### src/logic/vps_map.svh
`ifndef VPS_MAP_SVH
`define VPS_MAP_SVH

`define VPS_ADDR_W 12
`define VPS_DATA_W 32

`define VPS_OFF_CTRL 12'h000
`define VPS_OFF_STATUS 12'h004
`define VPS_OFF_IE 12'h008
`define VPS_OFF_PEND 12'h00c
`define VPS_OFF_CLEAR 12'h010

`define VPS_CTRL_DUAL_BIT 0
`define VPS_STAT_PROHIB_BIT 3
`define VPS_STAT_UPPER_BIT 2

`define VPS_IE_LONG_B_BIT 23
`define VPS_IE_SHORT_B_BIT 22
`define VPS_IE_F2V_B_BIT 21
`define VPS_IE_F1V_B_BIT 20
`define VPS_IE_SERR_B_BIT 19
`define VPS_IE_CCMP_B_BIT 18

`define VPS_SRC_W 24
`define VPS_SRC_MASK 24'hff7cff
`define VPS_IE_RESET 32'h0000_0000
`define VPS_CTRL_RESET 1'b0

`endif

### src/logic/vps_pkg.sv
`default_nettype none
package vps_pkg;
  typedef struct packed {
    logic psel;
    logic penable;
    logic pwrite;
    logic [11:0] paddr;
    logic [31:0] pwdata;
  } vps_apb_req_t;

  typedef struct packed {
    logic pready;
    logic pslverr;
    logic [31:0] prdata;
  } vps_apb_rsp_t;

  typedef struct packed {
    logic prohibited;
    logic upperHalf;
  } vps_strap_t;

  typedef enum logic [1:0] {
    VPS_IDLE,
    VPS_ANSWER
  } vps_bus_state_t;
endpackage
`default_nettype wire

### src/logic/vps_regs.sv
`timescale 1ns/1ps
`default_nettype none
`include "vps_map.svh"

// Summary of operation
// - status reserved bits read zero, writes ignored
// - prohibited flag read-only, reset to 0, then loaded from strap on first cycle after release
// - prohibited reads 1 when muxing forbids dual
// - upper-half flag read-only strap, also drives upperHalfRoute
// - upper-half never 1 unless prohibited is 1
// - upper-half 1 means channel A on upper pins
// - each source gated by its enable bit
// - enables reset 0, reserved bits read zero
// - bit 23 enables channel B long field
// - bit 22 enables channel B short field
// - bit 21 enables channel B field-2 vertical
// - bit 20 enables channel B field-1 vertical
// - bit 19 enables channel B sync error
// - bit 18 enables channel B capture complete
// - dual select forced 0 while prohibited
module vps_regs
  import vps_pkg::*;
(
  input wire logic clk,
  input wire logic rst_n,
  input wire vps_apb_req_t apbReq,
  output vps_apb_rsp_t apbRsp,
  input wire logic strapProhibitedPin,
  input wire logic strapUpperHalfPin,
  input wire logic [`VPS_SRC_W-1:0] eventPulse,
  output logic irq,
  output logic dualChannelSelect,
  output logic upperHalfRoute
);

  vps_bus_state_t busStateQ;
  vps_strap_t strapMetaQ;
  vps_strap_t strapSyncQ;
  logic capturedQ;
  logic prohibQ;
  logic upperQ;
  logic dualSelQ;
  logic [`VPS_SRC_W-1:0] ieQ;
  logic [`VPS_SRC_W-1:0] pendQ;
  logic [`VPS_DATA_W-1:0] statusWord;
  logic [`VPS_DATA_W-1:0] readMux;
  logic decodeHit;
  logic accessNow;
  logic doWrite;
  logic clearHit;
  localparam logic [`VPS_SRC_W-1:0] SrcLive = `VPS_SRC_MASK;

  // the enable layout must fit one data word
  if (`VPS_SRC_W > `VPS_DATA_W) begin : g_bad_width
    $error("source width exceeds data width");
  end

  // answer one cycle into the access phase; flop-driven pready
  assign accessNow = apbReq.psel & apbReq.penable;
  assign doWrite = apbRsp.pready & accessNow & apbReq.pwrite & ~apbRsp.pslverr;
  assign clearHit = doWrite & (apbReq.paddr == `VPS_OFF_CLEAR);

  always_ff @(posedge clk) begin
    if (!rst_n) begin
      busStateQ <= VPS_IDLE;
    end else begin
      case (busStateQ)
        VPS_IDLE: begin
          if (accessNow) begin
            busStateQ <= VPS_ANSWER;
          end
        end
        VPS_ANSWER: busStateQ <= VPS_IDLE;
        default: busStateQ <= VPS_IDLE;
      endcase
    end
  end

  // status word: only bits 3 and 2 carry state
  always_comb begin
    statusWord = '0;
    statusWord[`VPS_STAT_PROHIB_BIT] = prohibQ;
    statusWord[`VPS_STAT_UPPER_BIT] = upperQ;
  end

  always_comb begin
    readMux = '0;
    decodeHit = 1'b1;
    case (apbReq.paddr)
      `VPS_OFF_CTRL: readMux[`VPS_CTRL_DUAL_BIT] = dualSelQ;
      `VPS_OFF_STATUS: readMux = statusWord;
      `VPS_OFF_IE: readMux[`VPS_SRC_W-1:0] = ieQ;
      `VPS_OFF_PEND: readMux[`VPS_SRC_W-1:0] = pendQ;
      `VPS_OFF_CLEAR: readMux = '0;
      default: decodeHit = 1'b0;
    endcase
  end

  always_ff @(posedge clk) begin
    if (!rst_n) begin
      apbRsp <= '0;
    end else if (busStateQ == VPS_IDLE && accessNow) begin
      apbRsp.pready <= 1'b1;
      apbRsp.pslverr <= ~decodeHit;
      apbRsp.prdata <= apbReq.pwrite ? '0 : readMux;
    end else begin
      apbRsp <= '0;
    end
  end

  // straps come from pins: two flops; unreset so they settle while reset is held
  always_ff @(posedge clk) begin
    strapMetaQ <= '{prohibited: strapProhibitedPin, upperHalf: strapUpperHalfPin};
    strapSyncQ <= strapMetaQ;
  end

  // caught once after release; strap changes later are ignored
  always_ff @(posedge clk) begin
    if (!rst_n) begin
      capturedQ <= 1'b0;
      prohibQ <= 1'b0;
      upperQ <= 1'b0;
    end else if (!capturedQ && busStateQ == VPS_IDLE) begin
      capturedQ <= 1'b1;
      prohibQ <= strapSyncQ.prohibited;
      upperQ <= strapSyncQ.upperHalf & strapSyncQ.prohibited;
    end
  end

  // no software write path reaches prohibQ or upperQ
  always_ff @(posedge clk) begin
    if (!rst_n) begin
      dualSelQ <= `VPS_CTRL_RESET;
    end else if (prohibQ) begin
      dualSelQ <= 1'b0;
    end else if (doWrite && apbReq.paddr == `VPS_OFF_CTRL) begin
      dualSelQ <= apbReq.pwdata[`VPS_CTRL_DUAL_BIT];
    end
  end

  always_ff @(posedge clk) begin
    if (!rst_n) begin
      ieQ <= `VPS_SRC_W'(`VPS_IE_RESET);
    end else if (doWrite && apbReq.paddr == `VPS_OFF_IE) begin
      ieQ <= apbReq.pwdata[`VPS_SRC_W-1:0] & `VPS_SRC_MASK;
    end
  end

  // per-source sticky flop; set beats clear in one cycle so no event is lost
  for (genvar k = 0; k < `VPS_SRC_W; k++) begin : g_pend
    always_ff @(posedge clk) begin
      if (!rst_n) begin
        pendQ[k] <= 1'b0;
      end else begin
        pendQ[k] <= SrcLive[k] & (eventPulse[k] | (pendQ[k] & ~(clearHit & apbReq.pwdata[k])));
      end
    end
  end

  always_ff @(posedge clk) begin
    if (!rst_n) begin
      irq <= 1'b0;
    end else begin
      irq <= |(pendQ & ieQ);
    end
  end

  always_ff @(posedge clk) begin
    if (!rst_n) begin
      dualChannelSelect <= 1'b0;
      upperHalfRoute <= 1'b0;
    end else begin
      dualChannelSelect <= dualSelQ & ~prohibQ;
      upperHalfRoute <= upperQ;
    end
  end

  property p_status_reserved;
    @(posedge clk) disable iff (!rst_n)
    (busStateQ == VPS_IDLE && accessNow && !apbReq.pwrite && apbReq.paddr == `VPS_OFF_STATUS)
      |=> (apbRsp.prdata[31:4] == 28'h0 && apbRsp.prdata[1:0] == 2'h0 && apbRsp.pready);
  endproperty
  a_status_reserved: assert property (p_status_reserved) else $error("status reserved bits not zero");

  property p_strap_capture;
    @(posedge clk) disable iff (!rst_n)
    $rose(capturedQ) |-> (prohibQ == $past(strapSyncQ.prohibited));
  endproperty
  a_strap_capture: assert property (p_strap_capture) else $error("prohibited flag not from strap");

  property p_status_prohib_read;
    @(posedge clk) disable iff (!rst_n)
    (busStateQ == VPS_IDLE && accessNow && !apbReq.pwrite && apbReq.paddr == `VPS_OFF_STATUS)
      ##1 $stable(prohibQ) |-> apbRsp.prdata[3] == prohibQ;
  endproperty
  a_status_prohib_read: assert property (p_status_prohib_read) else $error("prohibited flag misread");

  property p_upper_stable;
    @(posedge clk) disable iff (!rst_n)
    (capturedQ && $past(capturedQ)) |-> ($stable(upperQ) && $stable(prohibQ));
  endproperty
  a_upper_stable: assert property (p_upper_stable) else $error("strap flags changed after capture");

  property p_upper_implies;
    @(posedge clk) disable iff (!rst_n)
    upperQ |-> prohibQ;
  endproperty
  a_upper_implies: assert property (p_upper_implies) else $error("upper-half set without prohibited");

  property p_route_follow;
    @(posedge clk) disable iff (!rst_n)
    capturedQ ##1 capturedQ |-> upperHalfRoute == upperQ;
  endproperty
  a_route_follow: assert property (p_route_follow) else $error("routing output wrong");

  property p_irq_gate;
    @(posedge clk) disable iff (!rst_n)
    ##1 irq == |($past(pendQ) & $past(ieQ));
  endproperty
  a_irq_gate: assert property (p_irq_gate) else $error("interrupt not pending and enable");

  property p_ie_reset;
    @(posedge clk)
    !rst_n |=> (ieQ == '0 && !irq);
  endproperty
  a_ie_reset: assert property (p_ie_reset) else $error("enables not zero after reset");

  property p_ie_reserved;
    @(posedge clk) disable iff (!rst_n)
    (ieQ & ~`VPS_SRC_MASK) == '0;
  endproperty
  a_ie_reserved: assert property (p_ie_reserved) else $error("reserved enable bit set");

  property p_ie_chb_write;
    @(posedge clk) disable iff (!rst_n)
    (doWrite && apbReq.paddr == `VPS_OFF_IE) |=> ieQ[23:18] == $past(apbReq.pwdata[23:18]);
  endproperty
  a_ie_chb_write: assert property (p_ie_chb_write) else $error("enable lost");

  property p_dual_forced;
    @(posedge clk) disable iff (!rst_n)
    prohibQ |=> (!dualSelQ && !dualChannelSelect);
  endproperty
  a_dual_forced: assert property (p_dual_forced) else $error("dual select while prohibited");

  property p_set_wins;
    @(posedge clk) disable iff (!rst_n)
    (clearHit && eventPulse[18]) |=> pendQ[18];
  endproperty
  a_set_wins: assert property (p_set_wins) else $error("event lost under clear");

  property p_status_write_ignored;
    @(posedge clk) disable iff (!rst_n)
    (doWrite && apbReq.paddr == `VPS_OFF_STATUS) |=> ($stable(prohibQ) && $stable(upperQ));
  endproperty
  a_status_write_ignored: assert property (p_status_write_ignored) else $error("status written");

  property p_status_upper_read;
    @(posedge clk) disable iff (!rst_n)
    (busStateQ == VPS_IDLE && accessNow && !apbReq.pwrite && apbReq.paddr == `VPS_OFF_STATUS && capturedQ)
      |=> apbRsp.prdata[`VPS_STAT_UPPER_BIT] == $past(upperQ);
  endproperty
  a_status_upper_read: assert property (p_status_upper_read) else $error("upper-half flag misread");

  property p_status_word;
    @(posedge clk) disable iff (!rst_n)
    (busStateQ == VPS_IDLE && accessNow && !apbReq.pwrite && apbReq.paddr == `VPS_OFF_STATUS)
      |=> apbRsp.prdata == {28'h0, $past(prohibQ), $past(upperQ), 2'h0};
  endproperty
  a_status_word: assert property (p_status_word) else $error("status word wrong");

  property p_route_implies;
    @(posedge clk) disable iff (!rst_n)
    upperHalfRoute |-> prohibQ;
  endproperty
  a_route_implies: assert property (p_route_implies) else $error("upper route without prohibited");

  property p_strap_upper_capture;
    @(posedge clk) disable iff (!rst_n)
    $rose(capturedQ) |-> (upperQ == ($past(strapSyncQ.upperHalf) && $past(strapSyncQ.prohibited)));
  endproperty
  a_strap_upper_capture: assert property (p_strap_upper_capture) else $error("upper flag not from strap");

  property p_flags_before_capture;
    @(posedge clk) disable iff (!rst_n)
    !capturedQ |-> (!prohibQ && !upperQ);
  endproperty
  a_flags_before_capture: assert property (p_flags_before_capture) else $error("flag set before capture");

  property p_irq_needs_enable;
    @(posedge clk) disable iff (!rst_n)
    (ieQ == '0) |=> !irq;
  endproperty
  a_irq_needs_enable: assert property (p_irq_needs_enable) else $error("interrupt with no enable");

  property p_irq_needs_pending;
    @(posedge clk) disable iff (!rst_n)
    (pendQ == '0) |=> !irq;
  endproperty
  a_irq_needs_pending: assert property (p_irq_needs_pending) else $error("interrupt with no pending");

  property p_irq_raise;
    @(posedge clk) disable iff (!rst_n)
    ((pendQ & ieQ) != '0) |=> irq;
  endproperty
  a_irq_raise: assert property (p_irq_raise) else $error("enabled pending gave no interrupt");

  property p_ie_read;
    @(posedge clk) disable iff (!rst_n)
    (busStateQ == VPS_IDLE && accessNow && !apbReq.pwrite && apbReq.paddr == `VPS_OFF_IE)
      |=> apbRsp.prdata == {8'h00, $past(ieQ)};
  endproperty
  a_ie_read: assert property (p_ie_read) else $error("enable word misread");

  property p_ie_write_mask;
    @(posedge clk) disable iff (!rst_n)
    (doWrite && apbReq.paddr == `VPS_OFF_IE) |=> ieQ == ($past(apbReq.pwdata[`VPS_SRC_W-1:0]) & `VPS_SRC_MASK);
  endproperty
  a_ie_write_mask: assert property (p_ie_write_mask) else $error("enable write not masked");

  property p_ie_hold;
    @(posedge clk) disable iff (!rst_n)
    !(doWrite && apbReq.paddr == `VPS_OFF_IE) |=> $stable(ieQ);
  endproperty
  a_ie_hold: assert property (p_ie_hold) else $error("enable changed without write");

  property p_ctrl_read_prohib;
    @(posedge clk) disable iff (!rst_n)
    (busStateQ == VPS_IDLE && accessNow && !apbReq.pwrite && apbReq.paddr == `VPS_OFF_CTRL && prohibQ)
      |=> !apbRsp.prdata[`VPS_CTRL_DUAL_BIT];
  endproperty
  a_ctrl_read_prohib: assert property (p_ctrl_read_prohib) else $error("dual select reads 1");

  property p_dual_follow;
    @(posedge clk) disable iff (!rst_n)
    !prohibQ |=> (dualChannelSelect == $past(dualSelQ));
  endproperty
  a_dual_follow: assert property (p_dual_follow) else $error("dual select output wrong");

  property p_ctrl_write;
    @(posedge clk) disable iff (!rst_n)
    (!prohibQ && doWrite && apbReq.paddr == `VPS_OFF_CTRL)
      |=> (dualSelQ == $past(apbReq.pwdata[`VPS_CTRL_DUAL_BIT]));
  endproperty
  a_ctrl_write: assert property (p_ctrl_write) else $error("dual select write lost");

  property p_clear_drops;
    @(posedge clk) disable iff (!rst_n)
    (clearHit && apbReq.pwdata[18] && !eventPulse[18]) |=> !pendQ[18];
  endproperty
  a_clear_drops: assert property (p_clear_drops) else $error("pending not cleared");

  property p_pend_sticky;
    @(posedge clk) disable iff (!rst_n)
    (pendQ[18] && !clearHit) |=> pendQ[18];
  endproperty
  a_pend_sticky: assert property (p_pend_sticky) else $error("pending bit dropped");

  property p_pend_reserved;
    @(posedge clk) disable iff (!rst_n)
    (pendQ & ~`VPS_SRC_MASK) == '0;
  endproperty
  a_pend_reserved: assert property (p_pend_reserved) else $error("reserved pending bit set");

  // each channel B source reaches the interrupt once enabled
  for (genvar k = `VPS_IE_CCMP_B_BIT; k <= `VPS_IE_LONG_B_BIT; k++) begin : g_chb_gate
    property p_chb_gate;
      @(posedge clk) disable iff (!rst_n)
      (pendQ[k] && ieQ[k]) |=> irq;
    endproperty
    a_chb_gate: assert property (p_chb_gate) else $error("source lost");
  end

  c_irq_fire: cover property (@(posedge clk) disable iff (!rst_n) $rose(irq));
  c_clear_race: cover property (@(posedge clk) disable iff (!rst_n) clearHit && |eventPulse);
  c_bad_addr: cover property (@(posedge clk) disable iff (!rst_n) apbRsp.pready && apbRsp.pslverr);
  c_dual_on: cover property (@(posedge clk) disable iff (!rst_n) $rose(dualChannelSelect));
  c_upper_route: cover property (@(posedge clk) disable iff (!rst_n) $rose(upperHalfRoute));

endmodule
`default_nettype wire

### config.mk
export PLATFORM = sky130hd
export DESIGN_NAME = vps_regs
export DESIGN_NICKNAME = d
export VERILOG_FILES = /design/src/logic/vps_pkg.sv /design/src/logic/vps_regs.sv
export VERILOG_INCLUDE_DIRS = /design/src /design/src/logic
export SDC_FILE = /design/constraint.sdc
export NUM_CORES = 1
export LEC_CHECK = 0
export CORE_ASPECT_RATIO = 0.5
export CORE_MARGIN = 4
export CORE_UTILIZATION = 64
export DETAILED_ROUTE_END_ITERATION = 10
export DONT_BUFFER_PORTS = 1
export PLACE_DENSITY = 0.91
export SLEW_MARGIN = 5
export SYNTH_ARGS = -nofsm -noshare
export SYNTH_HDL_FRONTEND = slang
export SYNTH_SLANG_ARGS = --single-unit
export TNS_END_PERCENT = 30
### constraint.sdc
create_clock -name clk -period 3.1 [get_ports clk]
set_clock_uncertainty 0.05 [all_clocks]
set_input_delay 0.31 -clock clk [delete_from_list [all_inputs] [get_ports clk]]
set_output_delay 0.31 -clock clk [all_outputs]
set_load 0.005 [all_outputs]
==> flow_summary.ini, run 1 <==
[placed_design]
hpwl_microns = 4980
io_buffers = 0
globalplace.congestion = 0.805
dp_cells = 380
dpl_cell_area_sq_mm = 0.00305
dp_slack_ns = 1.13

[floorplan]
rows = 17
core_sq_mm = 0.00455
ioPinCount = 112
die-area_sq_mm = 0.00615
die_w_microns = 107
initial_utilization_pct = 68.9
die_h_microns = 57.5

[sta]
setup_slack_ns = 1.23
fin_setup_tns_ns = 0
rsz0062_at_grt = no
fmax_ghz = 0.534
relSlewSlack_pct = 42.2
drv_slew = 0
hold_violations = 0
holdWs_ns = 0.0173
tightestPinTransition_ns = 0.867
period_share_pct = 60.4
layout_min_cycle_time_ns = 1.87
setup_viol = 0

[global_routing]
grt_max_degree = 27
grt_antenna_before_repair = 0
grt_pass1_vias = 2377
grt_pass1_wl_microns = 11600
grt_overflow = 0
grt_use_total_pct = 24.5

[layout]
fin_cells = 414
final_util_pct = 75.3
nets = 418
n_antenna_cell = 0
area_delta_synth_final_pct = 9.42
fin_area_sq_mm = 0.00343
drive_above_1_share_pct = 9.48

[synthesis]
netlist_area_sq_mm = 0.00313
syn_inst = 334
yosysSeqAreaShare_pct = 49.2
yosysUniqueCellTypes = 38
yosysWarnings = 0
synth.avg_cell_area_sq_um = 9.38
ys_ff_latch = 77

[detailed_routing]
viasPerCell = 6.08
drc = 0
drt_first_iter_violations = 192
finalWirelength_microns = 7430
num_vias = 2517
drtAntennaViolNets = 0
first_pass_iters = 5
wire_per_inst_microns = 18.0

[worst_setup_path]
arrival_ns = 2.03
worstSetupStartpointType = register
cp-end-kind = register
critPathMaxFanout = 21
path_class = register to register
worstPathRequired_ns = 3.26

[cts]
clock_latency_ns = 0.34
cts_sinks = 77
h-tree-depth = 3
numCtsBuffers = 9
clockRootBuffer = clkbuf_8
clk_pin_slew_ns = 0.08
ctsLongestPathBuffers = 2
cts_tree = yes
cts_resized = 0

[flow_run]
drv_cap = 0

[hold_path]
hp-class = input pin to register

[status]
status = finished, final reports clean

[power]
powerDensity_mw_per_mm2 = 547
p_leak_nw = 1.31
power_mw = 1.88
ir_worst_vdd_mv = 0.321
-- synthesized netlist by cell type --
master    instances  share of area (%)
and2_0            1               0.20
nor2_2            1               0.20
o31ai_1           1               0.24
nor2_4           10                3.6
buf_12            1               0.64
buf_4            14                3.4
clkbuf_1          9                1.1
mux2_2            2               0.72
conb_1            1               0.12
nand2_1           2               0.24
nand4b_1          1               0.28
nand3_1          28                4.5
nor4_2            1               0.40
a222oi_1          1               0.32
buf_2             4               0.64
a31oi_1          22                4.4
nand3_4           1               0.56
nor2_1           15                1.8
nand3b_1          1               0.24
a22o_1            1               0.28
dfxtp_1          77                 49
a22oi_1           9                2.2
nor4_4            1               0.68
a221oi_1          1               0.28
a21oi_1          25                4.0
buf_6             3                1.1
and3b_1           1               0.28
and2b_1           1               0.24
nor3b_1           1               0.24
and2_1            2               0.40
o21ai_0          46                7.3
inv_2             1               0.12
and4_1            1               0.28
inv_1            24                2.9
o31a_1            1               0.28
nor3_1            1               0.16
mux2i_1          19                6.1
and3_1            3               0.60
-- routing by layer --
layer	global-route usage, %	share of wire [%]	up-vias
li1	-	-	1177
met1	30.2	40	1164
met2	40.3	47	161
met3	8.59	11	15
met4	9.11	1.9	0
met5	0	0	-
-- cells by family after synthesis --
family / share of synthesized area (%)
AOI/OAI and AO/OA: 19.3
buffers and inverters: 9.78
DFF: 49.2
muxes: 6.79
other: 0.120
and+or+nand+nor: 14.9
-- power breakdown --
group          internal, mW  switching [mW]
Combinational        0.0462          0.0399
Clock                 0.395           0.360
Sequential             1.01          0.0201
Total                  1.46           0.420
-- layout by cell type, fill, tap and decap left out, drive strengths merged --
master,synthesis,routed
inv,25,26
nor4,2,2
dfxtp,77,77
nand4b,1,1
a222oi,1,1
clkinv,0,1
o21ai,46,46
and2,3,3
nand3b,1,1
nor3b,1,1
dlygate4sd3,0,18
nor3,1,1
clkinvlp,0,2
o31ai,1,1
a31oi,22,22
bufinv,0,1
nor2,26,26
a21oi,25,25
and2b,1,1
and4,1,1
a22oi,9,9
mux2i,19,19
mux2,2,2
conb,1,11
a22o,1,1
clkbuf,9,11
a221oi,1,1
nand2,2,2
and3b,1,1
nand3,29,29
and3,3,3
o31a,1,1
buf,22,1
-- final cells by class --
| type | count | area, sq um |
|---|---|---|
| timing repair buffer | 19 | 188 |
| fill | 319 | 1120 |
| tap | 66 | 82.6 |
| multi-input combinational | 211 | 1320 |
| clock inverter | 5 | 58.8 |
| sequential | 77 | 1540 |
| inverter | 25 | 93.8 |
| clock buffer | 11 | 141 |
-- critical path, stage by stage (launching register included) --
cell	delay (ns)
dfxtp_1	0.33
and3b_1	0.26
nand3_1	0.54
o21ai_0	0.43
a21oi_1	0.12
-- path summary, 6_finish.rpt --
check | start | to | slack (ns) | cells after the start
worst min register to register | strapMetaQ[0] | strapSyncQ[0] | 0.29 | 0
worst min-delay path | apbReq[16] | pendQ[16] | 0.02 | 1
worst max-delay path | apbRsp[32] | ieQ[22] | 1.23 | 4
worst max register to register | apbRsp[32] | ieQ[22] | 1.23 | 4
-- sequential cells by signal, indices dropped and copies added, names as in the netlist, 2 cells and up --
signal      flops
strapSyncQ      2
ieQ            21
pendQ          21
strapMetaQ      2
apbRsp         23
-- what timing repair did --
action	CTS	global route
endpoints found under the hold margin	16	2
hold buffers	16	2
setup buffers	0	0
Power figures use the tool's default switching activity.
==> run 2: changes to the inputs <==
--- a/config.mk
+++ b/config.mk
@@ -8,10 +8,10 @@
 export LEC_CHECK = 0
 export CORE_ASPECT_RATIO = 0.5
 export CORE_MARGIN = 4
-export CORE_UTILIZATION = 64
+export CORE_UTILIZATION = 56
 export DETAILED_ROUTE_END_ITERATION = 10
 export DONT_BUFFER_PORTS = 1
-export PLACE_DENSITY = 0.91
+export PLACE_DENSITY = 0.85
 export SLEW_MARGIN = 5
 export SYNTH_ARGS = -nofsm -noshare
 export SYNTH_HDL_FRONTEND = slang
==> constraint.sdc (replaced) <==
create_clock -name clk -period 1.7 [get_ports clk]
set_clock_uncertainty 0.05 [all_clocks]
set_input_delay 0.17 -clock clk [delete_from_list [all_inputs] [get_ports clk]]
set_output_delay 0.17 -clock clk [all_outputs]
set_load 0.005 [all_outputs]
==> flow_summary.ini, run 2 (same netlist as run 1, synthesis figures left out) <==
[placed_design]
io_buffers = 0
dp_cells = 389
hpwl_microns = 5040
dpl_cell_area_sq_mm = 0.00310
globalplace.congestion = 0.817

[floorplan]
core_sq_mm = 0.00516
die_h_microns = 60.9
rows = 18
die_w_microns = 114
initial_utilization_pct = 60.8
die-area_sq_mm = 0.00693
ioPinCount = 112

[detailed_routing]
wire_per_inst_microns = 18.0
drc = 0
drt_first_iter_violations = 246
num_vias = 2683
drtAntennaViolNets = 0
viasPerCell = 5.90
finalWirelength_microns = 8180
first_pass_iters = 5

[worst_setup_path]
r2r_start = busStateQ[0]
path_class = register to register
worstPathRequired_ns = 1.95
arrival_ns = 1.82
endpoint = apbRsp[20]
worstSetupStartpointType = register
critPathMaxFanout = 11
r2r-end = apbRsp[20]
reg2reg_slack_ns = 0.13
cp-end-kind = register
ff2ff_path_depth = 5
crit_start = busStateQ[0]

[layout]
fin_cells = 455
reg.largest.list = apbRsp (23), ieQ (21), pendQ (21)
layout_commonest_cell = dfxtp_1
fillers = 372
top_register = apbRsp
drive_above_1_share_pct = 10.1
nets = 455
largest_reg_flops = 23
n_antenna_cell = 0
layout_common_cells = 77 x dfxtp_1, 49 x dlygate4sd3_1, 46 x o21ai_0
fin_area_sq_mm = 0.00383
area_delta_synth_final_pct = 22.1

[flow_run]
drv_cap = 0

[global_routing]
grt_max_degree = 26
grt_pass1_vias = 2626
grt_antenna_before_repair = 0
grt_overflow = 0
grt_pass1_wl_microns = 12900
grt_use_total_pct = 24.7

[power]
power_mw = 3.58
ir_worst_vdd_mv = 0.638
powerDensity_mw_per_mm2 = 937
p_leak_nw = 1.49

[cts]
cts_sinks = 77
cts_resized = 0
cts_tree = yes
clock_latency_ns = 0.35
numCtsBuffers = 9
h-tree-depth = 3
post_cts_buffers = 0
clk_pin_slew_ns = 0.08
ctsLongestPathBuffers = 2
clockRootBuffer = clkbuf_8

[sta]
setup_viol = 0
hold_violations = 0
holdWs_ns = 0.0175
tightestPinTransition_ns = 0.876
fmax_ghz = 0.637
relSlewSlack_pct = 41.4
period_share_pct = 92.3
layout_min_cycle_time_ns = 1.57
fin_setup_tns_ns = 0
drv_slew = 0
rsz0062_at_grt = no

[status]
status = finished, final reports clean

[hold_path]
hp-class = input pin to register
[run 2: where the power goes]
part / switching (mW) / leakage, nW / total, mW / internal [mW]
Combinational: 0.120 / 0.755 / 0.257 / 0.136
Sequential: 0.0382 / 0.630 / 1.89 / 1.85
Clock: 0.641 / 0.106 / 1.44 / 0.797
[run 2: timing repair]
| item | 4_1_cts | 5_1_grt |
|---|---|---|
| setup endpoints to repair | 0 | 0 |
| hold buffers | 50 | 0 |
| endpoints found under the hold margin | 69 | 0 |
[run 2: cell type report]
class,count,area (sq um),share of cell area [%]
well taps,70,87.6,2.29
flip-flops and latches,77,1540,40.3
clock inverters,3,42.5,1.11
inverters,25,93.8,2.45
multi-input cells,211,1320,34.6
repair buffers,56,568,14.8
clock buffers,13,169,4.41
[run 2: worst min-delay path by stage]
stage / startpoint / to / slack (ns) / cells after the start
final: apbReq[34] / apbRsp[0] / 0.02 / 3
after floorplan: strapUpperHalfPin / strapMetaQ[0] / 0.15 / 0
after detailed placement: strapUpperHalfPin / strapMetaQ[0] / 0.15 / 0
after global placement: strapProhibitedPin / strapMetaQ[1] / 0.15 / 0
after CTS: apbReq[34] / apbRsp[0] / 0.004 / 3
after global routing: apbReq[34] / apbRsp[0] / 0.02 / 3
[run 2: per-stage QoR]
| step | worst slack [ns] | utilization (%) |
|---|---|---|
| global route | 0.0281 | 74.2 |
| finish | 0.131 | 74.2 |
| detailed placement | 0.165 | 60.2 |
| global placement | 0.243 | 60.2 |
| floorplan | 0.429 | - |
| CTS | 0.149 | 74.2 |
[run 2: critical path, stage by stage, from the launching register on]
cell	delay [ns]
dfxtp_1	0.34
nand4b_1	0.29
nor2_2	0.25
nand3_4	0.24
buf_12	0.24
nor2_4	0.10
[run 2: layer usage]
metal,track usage (%),share of wire (%)
met1,29.9,42
met2,40.7,47
met3,8.27,9.5
met4,12.0,2.0
met5,0,0
